===== src/logic/ext_bus_pkg.sv =====
`default_nettype none
package ext_bus_pkg;

   // ------------------------------------------------------------------
   // Timing
   // ------------------------------------------------------------------
   localparam int CLK_MHZ          = 100;
   localparam int QUARTER_FAST_NS  = 40;
   localparam int QUARTER_SLOW_NS  = 400;
   localparam int QUARTER_FAST_CYC =
      (QUARTER_FAST_NS * CLK_MHZ + 999) / 1000;
   localparam int QUARTER_SLOW_CYC =
      (QUARTER_SLOW_NS * CLK_MHZ + 999) / 1000;
   localparam int DIV_W            = 8;
   localparam int WAIT_CNT_W       = 4;
   localparam int QUARTER_SHIFT    = 2;

   // ------------------------------------------------------------------
   // Memory control register fields
   // ------------------------------------------------------------------
   localparam int WAIT_FIELD_MSB = 5;
   localparam int WAIT_FIELD_LSB = 4;
   localparam int WM_FIELD_MSB   = 1;
   localparam int WM_FIELD_LSB   = 0;

   localparam logic [1:0] WAIT_RESET     = 2'h3;
   localparam logic [1:0] WM_BYTE_WRITE  = 2'h0;
   localparam logic [1:0] WM_WORD_WRITE  = 2'h1;
   localparam logic [1:0] WM_BYTE_SELECT = 2'h2;

   // ------------------------------------------------------------------
   // Operations and states
   // ------------------------------------------------------------------
   localparam logic [1:0] OP_FETCH       = 2'h0;
   localparam logic [1:0] OP_TABLE_READ  = 2'h1;
   localparam logic [1:0] OP_TABLE_WRITE = 2'h2;

   typedef enum logic [1:0] {
      S_IDLE = 2'b00,
      S_ADDR = 2'b01,
      S_HOLD = 2'b11,
      S_STRB = 2'b10
   } busState_t;

   // ------------------------------------------------------------------
   // Carriers
   // ------------------------------------------------------------------
   typedef struct packed {
      logic [1:0]  op;
      logic [15:0] wordAddr;
      logic        byteLsb;
      logic [7:0]  tableLatch;
   } busReq_t;

   typedef struct packed {
      logic       eightBit;
      logic       waitEnable;
      logic [1:0] waitCount;
      logic [1:0] widthMode;
   } busCfg_t;

   typedef struct packed {
      logic [15:0] addrData;
      logic        addrDataOe;
      logic        addrLatch;
      logic        chipEnableN;
      logic        outputEnableN;
      logic        writeStrobeHighN;
      logic        writeStrobeLowN;
      logic        upperByteSelectN;
      logic        lowerByteSelectN;
      logic        byteAddressLsb;
   } busPins_t;

   localparam busPins_t PINS_IDLE = '{
      addrData:         16'h0000,
      addrDataOe:       1'b0,
      addrLatch:        1'b0,
      chipEnableN:      1'b1,
      outputEnableN:    1'b1,
      writeStrobeHighN: 1'b1,
      writeStrobeLowN:  1'b1,
      upperByteSelectN: 1'b1,
      lowerByteSelectN: 1'b1,
      byteAddressLsb:   1'b0
   };

   localparam busCfg_t CFG_RESET = '{
      eightBit:   1'b0,
      waitEnable: 1'b0,
      waitCount:  WAIT_RESET,
      widthMode:  WM_BYTE_SELECT
   };

endpackage
`default_nettype wire


===== src/logic/quarter_tick_gen.sv =====
`timescale 1ns/1ps
`default_nettype none
module quarter_tick_gen (
   // Clock and reset
   input  wire logic sys_clk,
   input  wire logic nrst,
   // Rate select
   input  wire logic slowClock,
   // Quarter-cycle enable
   output logic      tick
);

   logic [ext_bus_pkg::DIV_W-1:0] cnt_r;
   logic [ext_bus_pkg::DIV_W-1:0] cnt_nxt;
   logic [ext_bus_pkg::DIV_W-1:0] limit;
   logic                          tick_r;
   logic                          tick_nxt;

   // Bus phases simply follow the selected source; no rescaling
   always_comb begin
      limit = slowClock ?
         ext_bus_pkg::DIV_W'(ext_bus_pkg::QUARTER_SLOW_CYC - 1) :
         ext_bus_pkg::DIV_W'(ext_bus_pkg::QUARTER_FAST_CYC - 1); // RULE_12
      if (cnt_r >= limit) begin
         cnt_nxt  = '0;
         tick_nxt = 1'b1;
      end else begin
         cnt_nxt  = cnt_r + 1'b1;
         tick_nxt = 1'b0;
      end
   end

   always_ff @(posedge sys_clk or negedge nrst) begin
      if (!nrst) begin
         cnt_r  <= '0;
         tick_r <= 1'b0;
      end else begin
         cnt_r  <= cnt_nxt;
         tick_r <= tick_nxt;
      end
   end

   assign tick = tick_r;
endmodule
`default_nettype wire


===== src/logic/wait_state_counter.sv =====
`timescale 1ns/1ps
`default_nettype none
module wait_state_counter (
   // Clock and reset
   input  wire logic       sys_clk,
   input  wire logic       nrst,
   // Control
   input  wire logic       load,
   input  wire logic [1:0] tcyCount,
   input  wire logic       tick,
   // Status
   output logic            busy
);

   logic [ext_bus_pkg::WAIT_CNT_W-1:0] cnt_r;
   logic [ext_bus_pkg::WAIT_CNT_W-1:0] cnt_nxt;

   // Wait states are whole instruction cycles, counted in quarters
   always_comb begin
      cnt_nxt = cnt_r;
      if (load) begin
         cnt_nxt = ext_bus_pkg::WAIT_CNT_W'(tcyCount)
                   << ext_bus_pkg::QUARTER_SHIFT; // RULE_16
      end else if (tick && (cnt_r != '0)) begin
         cnt_nxt = cnt_r - 1'b1;
      end
   end

   always_ff @(posedge sys_clk or negedge nrst) begin
      if (!nrst) begin
         cnt_r <= '0;
      end else begin
         cnt_r <= cnt_nxt;
      end
   end

   assign busy = (cnt_r != '0);

endmodule
`default_nettype wire


===== src/logic/ext_mem_bus.sv =====
// Contract
// RULE_01: Byte-select table write puts the latch byte on both bus halves.
// RULE_02: Byte-select writes pulse only the high strobe, never the low.
// RULE_03: Byte address and byte selects follow table pointer bit 0.
// RULE_04: Flash uses byte address output; static RAM uses byte selects.
// RULE_05: Eight-bit width runs multiplexed with data on the low lines.
// RULE_06: Eight-bit fetch reads two bytes in one instruction cycle.
// RULE_07: Address latch strobe marks address valid before the data phase.
// RULE_08: Eight-bit fetch reads byte, toggles byte address, reads second.
// RULE_09: Eight-bit memory uses byte address output as its address LSB.
// RULE_10: Chip enable low on every access, held high during sleep.
// RULE_11: Eight-bit write: latch byte on both lanes, byte address from LSB.
// RULE_12: Slow run modes keep the bus running at the selected clock.
// RULE_13: System designer should adjust memory timing for slow clocks.
// RULE_14: Sleep or idle suspends the bus and freezes its outputs.
// RULE_15: In sleep or idle only chip enable and byte selects go high.
// RULE_16: Wait field adds zero to three cycles after table ops, default 3.
// RULE_17: Width field selects byte write, word write or byte select.
// RULE_18: Idle bus: lines tri-stated, strobes high, latch and LSB low.
// RULE_19: Access is address phase, data phase, then all strobes released.
`timescale 1ns/1ps
`default_nettype none
module ext_mem_bus (
   // Clock and reset
   input  wire logic                 sys_clk,
   input  wire logic                 nrst,
   // Core request
   input  wire logic                 reqValid,
   input  wire ext_bus_pkg::busReq_t req,
   output logic                      reqReady,
   // Core response
   output logic                      rspValid,
   output logic [15:0]               rspData,
   // Configuration and power state
   input  wire logic [7:0]           memoryControlReg,
   input  wire logic                 eightBitMode,
   input  wire logic                 waitEnable,
   input  wire logic                 slowClock,
   input  wire logic                 sleepMode,
   input  wire logic                 idleMode,
   // External bus pins
   input  wire logic [15:0]          addrDataIn,
   output logic [15:0]               addrDataOut,
   output logic                      addrDataOe,
   output logic                      addrLatch,
   output logic                      chipEnableN,
   output logic                      outputEnableN,
   output logic                      writeStrobeHighN,
   output logic                      writeStrobeLowN,
   output logic                      upperByteSelectN,
   output logic                      lowerByteSelectN,
   output logic                      byteAddressLsb
);

   // ------------------------------------------------------------------
   // Declarations
   // ------------------------------------------------------------------
   ext_bus_pkg::busState_t stateR;
   ext_bus_pkg::busState_t stateNxt;
   ext_bus_pkg::busPins_t  pinsR;
   ext_bus_pkg::busPins_t  pinsNxt;
   ext_bus_pkg::busReq_t   cmdR;
   ext_bus_pkg::busReq_t   cmdNxt;
   ext_bus_pkg::busCfg_t   cfgR;
   ext_bus_pkg::busCfg_t   cfgNxt;
   logic                   pendR;
   logic                   pendNxt;
   logic                   reqReadyR;
   logic                   reqReadyNxt;
   logic                   rspValidR;
   logic                   rspValidNxt;
   logic [15:0]            rspDataR;
   logic [15:0]            rspDataNxt;
   logic [7:0]             byte0R;
   logic [7:0]             byte0Nxt;
   logic [7:0]             holdLatchR;
   logic [7:0]             holdLatchNxt;
   logic [15:0]            syncA_r;
   logic [15:0]            syncB_r;
   logic                   quarterTick;
   logic                   waitBusy;
   logic                   waitLoad;
   logic                   suspend;
   logic                   eightFetch;
   logic                   lsb;

   function automatic logic [15:0] laneCopy(input logic [7:0] b);
      laneCopy = {b, b};
   endfunction

   assign suspend    = sleepMode | idleMode;
   assign eightFetch = cfgR.eightBit && (cmdR.op == ext_bus_pkg::OP_FETCH);
   assign lsb        = cmdR.byteLsb;

   // ------------------------------------------------------------------
   // Phase timing
   // ------------------------------------------------------------------
   // Slow sources stretch every phase; wait states do not rescale, so the
   // system must budget access time for the slowest clock it will use.
   quarter_tick_gen u_tick (
      .sys_clk   (sys_clk),
      .nrst      (nrst),
      .slowClock (slowClock), // RULE_13
      .tick      (quarterTick)
   );

   wait_state_counter u_wait (
      .sys_clk  (sys_clk),
      .nrst     (nrst),
      .load     (waitLoad),
      .tcyCount (cfgR.waitCount),
      .tick     (quarterTick && !suspend),
      .busy     (waitBusy)
   );

   // ------------------------------------------------------------------
   // Input synchroniser
   // ------------------------------------------------------------------
   // Phases are four cycles or longer, so the two-cycle lag still lands
   // inside the strobe window.
   always_ff @(posedge sys_clk or negedge nrst) begin
      if (!nrst) begin
         syncA_r <= 16'h0000;
         syncB_r <= 16'h0000;
      end else begin
         syncA_r <= addrDataIn;
         syncB_r <= syncA_r;
      end
   end

   // ------------------------------------------------------------------
   // Bus sequencer
   // ------------------------------------------------------------------
   always_comb begin
      stateNxt     = stateR;
      pinsNxt      = pinsR;
      cmdNxt       = cmdR;
      cfgNxt       = cfgR;
      pendNxt      = pendR;
      byte0Nxt     = byte0R;
      holdLatchNxt = holdLatchR;
      rspValidNxt  = 1'b0;
      rspDataNxt   = rspDataR;
      waitLoad     = 1'b0;
      if (reqValid && reqReadyR) begin
         cmdNxt            = req;
         cfgNxt.eightBit   = eightBitMode; // RULE_05
         cfgNxt.waitEnable = waitEnable;
         cfgNxt.waitCount  = memoryControlReg[ext_bus_pkg::WAIT_FIELD_MSB:
                                              ext_bus_pkg::WAIT_FIELD_LSB];
         cfgNxt.widthMode  = memoryControlReg[ext_bus_pkg::WM_FIELD_MSB:
                                              ext_bus_pkg::WM_FIELD_LSB];
         pendNxt           = 1'b1;
      end
      if (suspend) begin
         // Everything else but chip enable and the byte selects keeps its level in sleep or idle
         pinsNxt.upperByteSelectN = 1'b1; // RULE_15
         pinsNxt.lowerByteSelectN = 1'b1; // RULE_15
      end else if (quarterTick) begin
         unique case (stateR)
            ext_bus_pkg::S_IDLE: begin
               if (pendR) begin
                  pendNxt                = 1'b0;
                  stateNxt               = ext_bus_pkg::S_ADDR;
                  pinsNxt                = ext_bus_pkg::PINS_IDLE;
                  pinsNxt.addrData       = cmdR.wordAddr;
                  pinsNxt.addrDataOe     = 1'b1;
                  pinsNxt.addrLatch      = 1'b1; // RULE_07
                  pinsNxt.byteAddressLsb =
                     (cmdR.op != ext_bus_pkg::OP_FETCH) && lsb; // RULE_04
               end
            end
            ext_bus_pkg::S_ADDR: begin
               stateNxt          = ext_bus_pkg::S_HOLD;
               pinsNxt.addrLatch = 1'b0; // RULE_19
               if (eightFetch) begin
                  pinsNxt.addrDataOe    = 1'b0;
                  pinsNxt.outputEnableN = 1'b0; // RULE_08
               end
            end
            ext_bus_pkg::S_HOLD: begin
               stateNxt = ext_bus_pkg::S_STRB;
               waitLoad = cfgR.waitEnable &&
                          (cmdR.op != ext_bus_pkg::OP_FETCH); // RULE_16
               if (eightFetch) begin
                  byte0Nxt               = syncB_r[7:0]; // RULE_06
                  pinsNxt.byteAddressLsb = 1'b1; // RULE_09
               end else if (cmdR.op == ext_bus_pkg::OP_TABLE_WRITE) begin
                  pinsNxt.addrData   = laneCopy(cmdR.tableLatch); // RULE_01
                  pinsNxt.addrDataOe = 1'b1;
                  if (cfgR.eightBit) begin
                     pinsNxt.writeStrobeLowN = 1'b0; // RULE_11
                  end else begin
                     case (cfgR.widthMode) // RULE_17
                        ext_bus_pkg::WM_BYTE_WRITE: begin
                           pinsNxt.writeStrobeHighN = !lsb;
                           pinsNxt.writeStrobeLowN  = lsb;
                        end
                        ext_bus_pkg::WM_WORD_WRITE: begin
                           if (!lsb) begin
                              // Even half waits in the holding latch
                              holdLatchNxt       = cmdR.tableLatch;
                              pinsNxt.addrDataOe = 1'b0;
                           end else begin
                              pinsNxt.addrData =
                                 {cmdR.tableLatch, holdLatchR};
                              pinsNxt.writeStrobeHighN = 1'b0;
                              pinsNxt.upperByteSelectN = 1'b0;
                              pinsNxt.lowerByteSelectN = 1'b0;
                           end
                        end
                        default: begin
                           pinsNxt.writeStrobeHighN = 1'b0; // RULE_02
                           pinsNxt.upperByteSelectN = !lsb; // RULE_03
                           pinsNxt.lowerByteSelectN = lsb;
                        end
                     endcase
                  end
               end else begin
                  pinsNxt.addrDataOe    = 1'b0;
                  pinsNxt.outputEnableN = 1'b0;
                  if (!cfgR.eightBit) begin
                     pinsNxt.upperByteSelectN = 1'b0;
                     pinsNxt.lowerByteSelectN = 1'b0;
                  end
               end
            end
            ext_bus_pkg::S_STRB: begin
               if (!waitBusy) begin
                  stateNxt    = ext_bus_pkg::S_IDLE;
                  pinsNxt     = ext_bus_pkg::PINS_IDLE; // RULE_18
                  rspValidNxt = 1'b1;
                  if (eightFetch) begin
                     rspDataNxt = {syncB_r[7:0], byte0R}; // RULE_08
                  end else if (cmdR.op == ext_bus_pkg::OP_TABLE_WRITE) begin
                     rspDataNxt = rspDataR;
                  end else if (cfgR.eightBit) begin
                     rspDataNxt = {8'h00, syncB_r[7:0]};
                  end else begin
                     rspDataNxt = syncB_r;
                  end
               end
            end
         endcase
      end
      pinsNxt.chipEnableN = suspend ||
                            (stateNxt == ext_bus_pkg::S_IDLE); // RULE_10
      reqReadyNxt = (stateNxt == ext_bus_pkg::S_IDLE) && !pendNxt &&
                    !suspend;
   end

   always_ff @(posedge sys_clk or negedge nrst) begin
      if (!nrst) begin
         stateR     <= ext_bus_pkg::S_IDLE;
         pinsR      <= ext_bus_pkg::PINS_IDLE;
         cmdR       <= '0;
         cfgR       <= ext_bus_pkg::CFG_RESET;
         pendR      <= 1'b0;
         reqReadyR  <= 1'b0;
         rspValidR  <= 1'b0;
         rspDataR   <= 16'h0000;
         byte0R     <= 8'h00;
         holdLatchR <= 8'h00;
      end else begin
         stateR     <= stateNxt;
         pinsR      <= pinsNxt;
         cmdR       <= cmdNxt;
         cfgR       <= cfgNxt;
         pendR      <= pendNxt;
         reqReadyR  <= reqReadyNxt;
         rspValidR  <= rspValidNxt;
         rspDataR   <= rspDataNxt;
         byte0R     <= byte0Nxt;
         holdLatchR <= holdLatchNxt;
      end
   end

   // ------------------------------------------------------------------
   // Outputs
   // ------------------------------------------------------------------
   assign reqReady         = reqReadyR;
   assign rspValid         = rspValidR;
   assign rspData          = rspDataR;
   assign addrDataOut      = pinsR.addrData;
   assign addrDataOe       = pinsR.addrDataOe;
   assign addrLatch        = pinsR.addrLatch;
   assign chipEnableN      = pinsR.chipEnableN;
   assign outputEnableN    = pinsR.outputEnableN;
   assign writeStrobeHighN = pinsR.writeStrobeHighN;
   assign writeStrobeLowN  = pinsR.writeStrobeLowN;
   assign upperByteSelectN = pinsR.upperByteSelectN;
   assign lowerByteSelectN = pinsR.lowerByteSelectN;
   assign byteAddressLsb   = pinsR.byteAddressLsb;

   logic selWrite;
   assign selWrite = (stateR == ext_bus_pkg::S_STRB) && !cfgR.eightBit &&
      (cmdR.op == ext_bus_pkg::OP_TABLE_WRITE) &&
      (cfgR.widthMode == ext_bus_pkg::WM_BYTE_SELECT);
endmodule
`default_nettype wire


===== config.mk =====
export PLATFORM = sky130hd
export DESIGN_NAME = ext_mem_bus
export DESIGN_NICKNAME = d
export VERILOG_FILES = /design/src/logic/ext_bus_pkg.sv /design/src/logic/quarter_tick_gen.sv /design/src/logic/wait_state_counter.sv /design/src/logic/ext_mem_bus.sv
export SDC_FILE = /design/constraint.sdc
export NUM_CORES = 1
export LEC_CHECK = 0
export BUFFER_PORTS_ARGS = -buffer_cell sky130_fd_sc_hd__buf_4
export CAP_MARGIN = 20
export CORE_ASPECT_RATIO = 1.25
export CORE_UTILIZATION = 60
export CTS_CLUSTER_DIAMETER = 200
export DETAILED_ROUTE_END_ITERATION = 8
export GPL_TIMING_DRIVEN = 1
export PLACE_DENSITY_LB_ADDON = 0.2
export SYNTH_ARGS = -nofsm -noshare
export SYNTH_HDL_FRONTEND = slang
export SYNTH_SLANG_ARGS = --single-unit

===== constraint.sdc =====
create_clock -name sys_clk -period 4.3 [get_ports sys_clk]
set_clock_uncertainty 0.05 [all_clocks]
set_input_delay 0.43 -clock sys_clk [delete_from_list [all_inputs] [get_ports sys_clk]]
set_output_delay 0.43 -clock sys_clk [all_outputs]
set_load 0.03 [all_outputs]

# Word level (Yosys, flattened, before mapping)
# Cells that the tools add are included.
[totals]
regBits = 140
output_inout_bits = 43
elab_cells = 151
[op_classes]
addsub = 2
magnitude_cmp = 1
n_eq_ne = 22
muxes = 56
bitwise = 6
n_reduce_logical = 34
[ops]
columns = ["op", "n"]
rows = [
  ["16-bit 2-to-1 mux", 4],
  ["25-bit 2-to-1 mux", 2],
  ["16-bit one-hot mux with 3 select lines", 1],
  ["8-bit AND reduction", 3],
  ["1-bit 2-to-1 mux", 22],
  ["2-bit 2-to-1 mux", 10],
  ["9-bit 2-to-1 mux", 2],
  ["2-bit != test (second input constant)", 9],
  ["17-bit 2-to-1 mux", 1],
  ["8-bit 2-to-1 mux", 2],
  ["3-bit != test (second input constant)", 5],
  ["5-bit one-hot mux with 3 select lines", 1],
  ["7-bit AND reduction", 2],
  ["6-bit AND reduction", 2],
  ["5-bit AND reduction", 2],
  ["9-bit AND reduction", 1],
  ["8-bit by 1-bit adder with 8-bit output (second input constant)", 1],
  ["8-bit >= comparator", 1],
  ["1-bit logical AND", 8],
  ["2-bit logical NOT", 4],
  ["4-bit 2-to-1 mux", 2],
  ["1-bit one-hot mux with 4 select lines", 2],
  ["2-bit one-hot mux with 4 select lines", 1],
  ["4-bit nonzero test", 2],
  ["19 further kinds", 31],
]

# Logic depth before layout (Yosys ltp)
[logic_depth]
word_depth = 9
depth_mapped = 8

# Cells and area by module
# From an unflattened synthesis, not the netlist that was laid out.
[hier_totals]
cells_unflattened = 446
area_unflattened_um2 = 5936.9
[by_module_without_submodules]
columns = ["module", "n_inst", "cells_each", "area_per_inst_um2", "seq_area_each_um2"]
rows = [
  ["ext_mem_bus", 1, 383, 5297.6, 3189.3],
  ["quarter_tick_gen", 1, 37, 410.4, 225.2],
  ["wait_state_counter", 1, 26, 229.0, 100.1],
]

# Worst setup path before layout
# Ideal clock, no wire load.
[synth_timing]
path_kind = "reg-to-reg"
from = "reg u_wait.cnt_r[0] (netlist name)"
to = "reg pinsR, in the netlist addrDataOut[10]"
t_arrival_ns = 2.150
setup_slack_ns = 1.975
path_stages_with_launch = 8
path_buffers = 1
period_less_slack_ns = 2.325
cell_sequence = "dfrtp_1 -> inv_1 -> ha_1 -> or3b_1 -> a2111oi_4 -> nand2_4 -> buf_6 -> mux2_4"
[synth_via]
elab_chain_cells = 3
[synth_lines]
columns = ["element", "line_no", "text"]
rows = [
  ["from (decl)", "wait_state_counter.sv:15", "logic [ext_bus_pkg::WAIT_CNT_W-1:0] cnt_r;"],
  ["from (signal assigned)", "wait_state_counter.sv:33", "cnt_r <= cnt_nxt;"],
  ["4-bit nonzero test", "wait_state_counter.sv:37", "assign busy = (cnt_r != '0);"],
  ["2-bit != test (no source line)", "-", ""],
  ["7-bit AND reduction (no source line)", "-", ""],
  ["to (signal assigned)", "ext_mem_bus.sv:255", "pinsR <= ext_bus_pkg::PINS_IDLE;"],
  ["to (signal assigned)", "ext_mem_bus.sv:266", "pinsR <= pinsNxt;"],
  ["to (decl)", "ext_mem_bus.sv:60", "ext_bus_pkg::busPins_t pinsR;"],
]
# Every way passes these cells.
# A chain may end at the register's enable or synchronous reset.

# Worst setup path in the final report
[layout_timing]
from = "reg u_wait.cnt_r[0] (netlist name)"
to = "reg pinsR, in the netlist addrDataOut[15]"
# Same word-level chain as after synthesis.

==> summary.txt <==
Routing
  • Total DRC errors in the routed layout: 0
  • Number of nets with antenna violations after routing: 0
  • DRT Wirelength: 12.0 mm
  • DR WL/cell: 17.6 microns
  • Total vias in the final route: 3870
  • Vias per inst: 5.71
  • Starting DRC count in detailed routing: 154
  • Total iterations of the first detailed-routing run: 4

Clocking
  • Clock latency at the later pin of the worst-skew pair: 420 ps
  • Clk buf depth: 2
  • Root buf cell: sky130_fd_sc_hd__clkbuf_16
  • Count of hold buffers inserted by post-cts repair: 0
  • Post-CTS resize count: 0
  • TritonCTS clock tree: yes
  • Clock-pin transition on the worst setup and hold timing paths: 60 ps
  • Clock buffers created by TritonCTS: 17
  • Total number of clock tree sinks: 140
  • Clock H-tree levels: 4
  • Post-CTS Setup Bufs: 0

Layout
  • Synth-to-Final Area Change: 25.5%
  • Diode count: 0
  • Number of nets at the end of the flow: 610
  • Finished Core Util: 0.788
  • Final Instance Area: 0.00731 sq mm
  • Filler instances: 587
  • Share of layout cells above drive strength 1: 0.395

Synthesis
  • Most area-hungry cell type in the Yosys netlist: sky130_fd_sc_hd__dfrtp_1
  • Post-synth ARST share: 1.00
  • Cell area after technology mapping: 0.00583 sq mm
  • Top FF cell, synth: sky130_fd_sc_hd__dfrtp_1
  • Largest cells by area after synthesis: sky130_fd_sc_hd__dfrtp_1 (56%), sky130_fd_sc_hd__mux2_2 (11%), sky130_fd_sc_hd__dfstp_2 (4.1%)
  • Count of warnings emitted by yosys: 0
  • Number of storage elements in the synthesis netlist: 140
  • Number of enable-type register cells in the synthesized netlist: 0
  • Area share of the largest cell type after synthesis: 0.563
  • Net count of the mapped netlist: 508
  • Synthesized instance count: 440
  • Sequential area share after synthesis: 0.603
  • Post-synthesis cell type count: 57
  • Post-synthesis average cell area: 13.2 sq um

Timing
  • Min cycle time layout: 2630 ps
  • Final sum of negative setup slack: 0 ps
  • Tcrit/Tclk final: 0.611
  • Slew @ Worst Pin: 909 ps
  • Final hold violation count: 0
  • Number of max-slew violations in the final report: 0
  • FMAX: 0.381 GHz
  • Post-route worst hold slack: 48.9 ps
  • Headroom to the max-slew limit: 0.394
  • Setup violation total in the final timing report: 0
  • RSZ-0062 raised after global routing: false
  • Final worst setup slack: 1670 ps

Global route
  • Tot GR Track Use: 0.256
  • Largest net degree at the start of global routing: 105
  • Overflow left after global routing: 0
  • Number of global-route vias before repair: 4061
  • Wire length of the first global-routing pass: 19.8 mm
  • Antenna violations before repair: 0

Worst setup path
  • Reg2reg start: u_wait.cnt_r[0]
  • Critical-path top delay cell: sky130_fd_sc_hd__a2111oi_4
  • CP top delay family: simple AND/OR/NAND/NOR gates
  • Worst setup startpoint: u_wait.cnt_r[0]
  • Kind of end point of the critical path: register
  • Critical Path Max Stage Delay: 630 ps
  • Required time at the endpoint of the critical path: 4550 ps
  • CP Cell Sequence: inv_1 > ha_1 > or3b_1 > a2111oi_4 > nand2_4 > mux2_4
  • Type of the worst setup path: register to register
  • Type of origin of the critical path: register
  • CP Buf/Inv Count: 1
  • Critical path data arrival time: 2880 ps
  • Worst-path maximum fanout: 16

Place
  • Worst slack at placement: 1720 ps
  • DPL Wire Length: 7.85 mm
  • Weighted congestion at the end of routability-driven global placement: 0.823
  • Cell area after placement: 0.00667 sq mm
  • Input/output buffers: 97

Die
  • Row count: 39
  • Initial Utilization: 0.628
  • Height of the die: 112 microns
  • Core area: 0.00927 sq mm
  • Full die area: 0.0101 sq mm
  • I/O pin count: 102
  • DIE WIDTH: 90.1 microns

Pwr
  • Power per Cell Area: 737 mW/mm^2
  • Worst IR Drop VDD: 437 uV
  • Leakage power summed over all cells: 3.48 nW

Run
  • Max-capacitance violation count: 0

Min path
  • Class of the tightest hold or removal check: input pin to async pin

Status
  • Run status: complete, no violations
==> layer usage <==
metal / wire [microns] / vias to the layer above / global-route usage
met1: 4840 / 1927 / 0.302
li1: - / 1782 / -
met4: 367 / 0 / 0.125
met2: 6170 / 132 / 0.433
met3: 578 / 29 / 0.0718
met5: 0 / - / 0
==> flip-flops by register name, indices dropped and copies added, names as in the netlist, 2 cells and up <==
signal / count
addrDataOut: 16
rspData: 16
u_wait.cnt_r: 4
stateR: 2
syncB_r: 16
syncA_r: 16
byte0R: 8
holdLatchR: 8
u_tick.cnt_r: 8
cmdR: 26
cfgR: 6
==> cell usage in the layout (no fill, tap or decap), types with 3 or more instances in the layout <==
| cell type | netlist | routed |
|---|---|---|
| sky130_fd_sc_hd__nand2_1 | 32 | 32 |
| sky130_fd_sc_hd__clkbuf_1 | 12 | 3 |
| sky130_fd_sc_hd__dfstp_2 | 9 | 9 |
| sky130_fd_sc_hd__o211ai_1 | 3 | 3 |
| sky130_fd_sc_hd__o2bb2ai_1 | 8 | 8 |
| sky130_fd_sc_hd__nor3_1 | 4 | 4 |
| sky130_fd_sc_hd__ha_1 | 9 | 9 |
| sky130_fd_sc_hd__nor2b_1 | 13 | 13 |
| sky130_fd_sc_hd__clkinv_2 | 0 | 3 |
| sky130_fd_sc_hd__mux2_2 | 59 | 59 |
| sky130_fd_sc_hd__o31ai_1 | 4 | 4 |
| sky130_fd_sc_hd__a21oi_1 | 13 | 13 |
| sky130_fd_sc_hd__buf_4 | 0 | 100 |
| sky130_fd_sc_hd__mux2i_1 | 17 | 17 |
| sky130_fd_sc_hd__dfrtp_1 | 131 | 131 |
| sky130_fd_sc_hd__a31oi_1 | 3 | 3 |
| sky130_fd_sc_hd__bufinv_16 | 0 | 5 |
| sky130_fd_sc_hd__clkbuf_16 | 0 | 17 |
| sky130_fd_sc_hd__o21ai_0 | 27 | 27 |
| sky130_fd_sc_hd__o311ai_0 | 3 | 3 |
| sky130_fd_sc_hd__nand3_1 | 5 | 5 |
| sky130_fd_sc_hd__nor2_1 | 15 | 15 |
| sky130_fd_sc_hd__nand2b_1 | 4 | 4 |
| sky130_fd_sc_hd__a22o_1 | 8 | 8 |
| sky130_fd_sc_hd__inv_1 | 6 | 6 |
| sky130_fd_sc_hd__mux2_4 | 10 | 10 |
==> cells in the mapped netlist, types with 6 or more instances <==
cell type and n:
sky130_fd_sc_hd__ha_1 9, sky130_fd_sc_hd__nand2_1 32, sky130_fd_sc_hd__a22o_1 8, sky130_fd_sc_hd__clkbuf_1 12, sky130_fd_sc_hd__o21ai_0 27, sky130_fd_sc_hd__mux2_2 59, sky130_fd_sc_hd__mux2_4 10, sky130_fd_sc_hd__a21oi_1 13
sky130_fd_sc_hd__nor2_1 15, sky130_fd_sc_hd__inv_1 6, sky130_fd_sc_hd__dfstp_2 9, sky130_fd_sc_hd__mux2i_1 17, sky130_fd_sc_hd__nor2b_1 13, sky130_fd_sc_hd__dfrtp_1 131, sky130_fd_sc_hd__o2bb2ai_1 8
==> layout make-up <==
class | count | area [sq um] | share of cell area
Clock buffer | 21 | 450 | 0.0616
Clock inverter | 11 | 190 | 0.0260
Inverter | 7 | 26.3 | 0.00359
Multi-Input combinational cell | 275 | 2210 | 0.303
Sequential cell | 140 | 3510 | 0.481
Tap cell | 123 | 154 | 0.0211
Timing Repair Buffer | 101 | 762 | 0.104
==> report_power, final <==
part | internal, W | leakage [nW] | total [W] | switching (W)
Sequential | 0.00173 | 1.76 | 0.00205 | 0.000319
Combinational | 0.000783 | 1.41 | 0.00175 | 0.000970
Clock | 0.00104 | 0.311 | 0.00158 | 0.000540
Total | 0.00355 | 3.48 | 0.00538 | 0.00183
==> per-stage QoR <==
stage	power [W]	instances
2_1_floorplan	0.00321	440
3_3_place_gp	0.00371	646
3_5_place_dp	0.00379	646
4_1_cts	0.00540	678
5_1_grt	0.00564	678
6_report	0.00538	678
==> worst paths after layout <==
check                             endpoint  slack [ps]  cells after the start
setup reg to reg           addrDataOut[15]        1670                      6
hold reg to reg                 syncB_r[5]         300                      0
max in group asynchronous      syncB_r[13]        3090                      2
hold / removal                 rspData[15]          50                      1
setup / recovery           addrDataOut[15]        1670                      6
min in group sys_clk            syncA_r[8]          70                      1
==> cells by family (layout without fill, tap and decap cells) <==
family	count (synthesis)	after routing	share of synthesized area
flops	140	140	0.603
simple gates	93	93	0.0844
mux	86	86	0.169
compound gates	82	82	0.0984
buf+inv	25	140	0.0189
fa+ha+maj	9	9	0.0193
xor+xnor	4	4	0.00601
other cells	1	1	0.000644
Note: power is estimated with default switching activity, not from simulation.
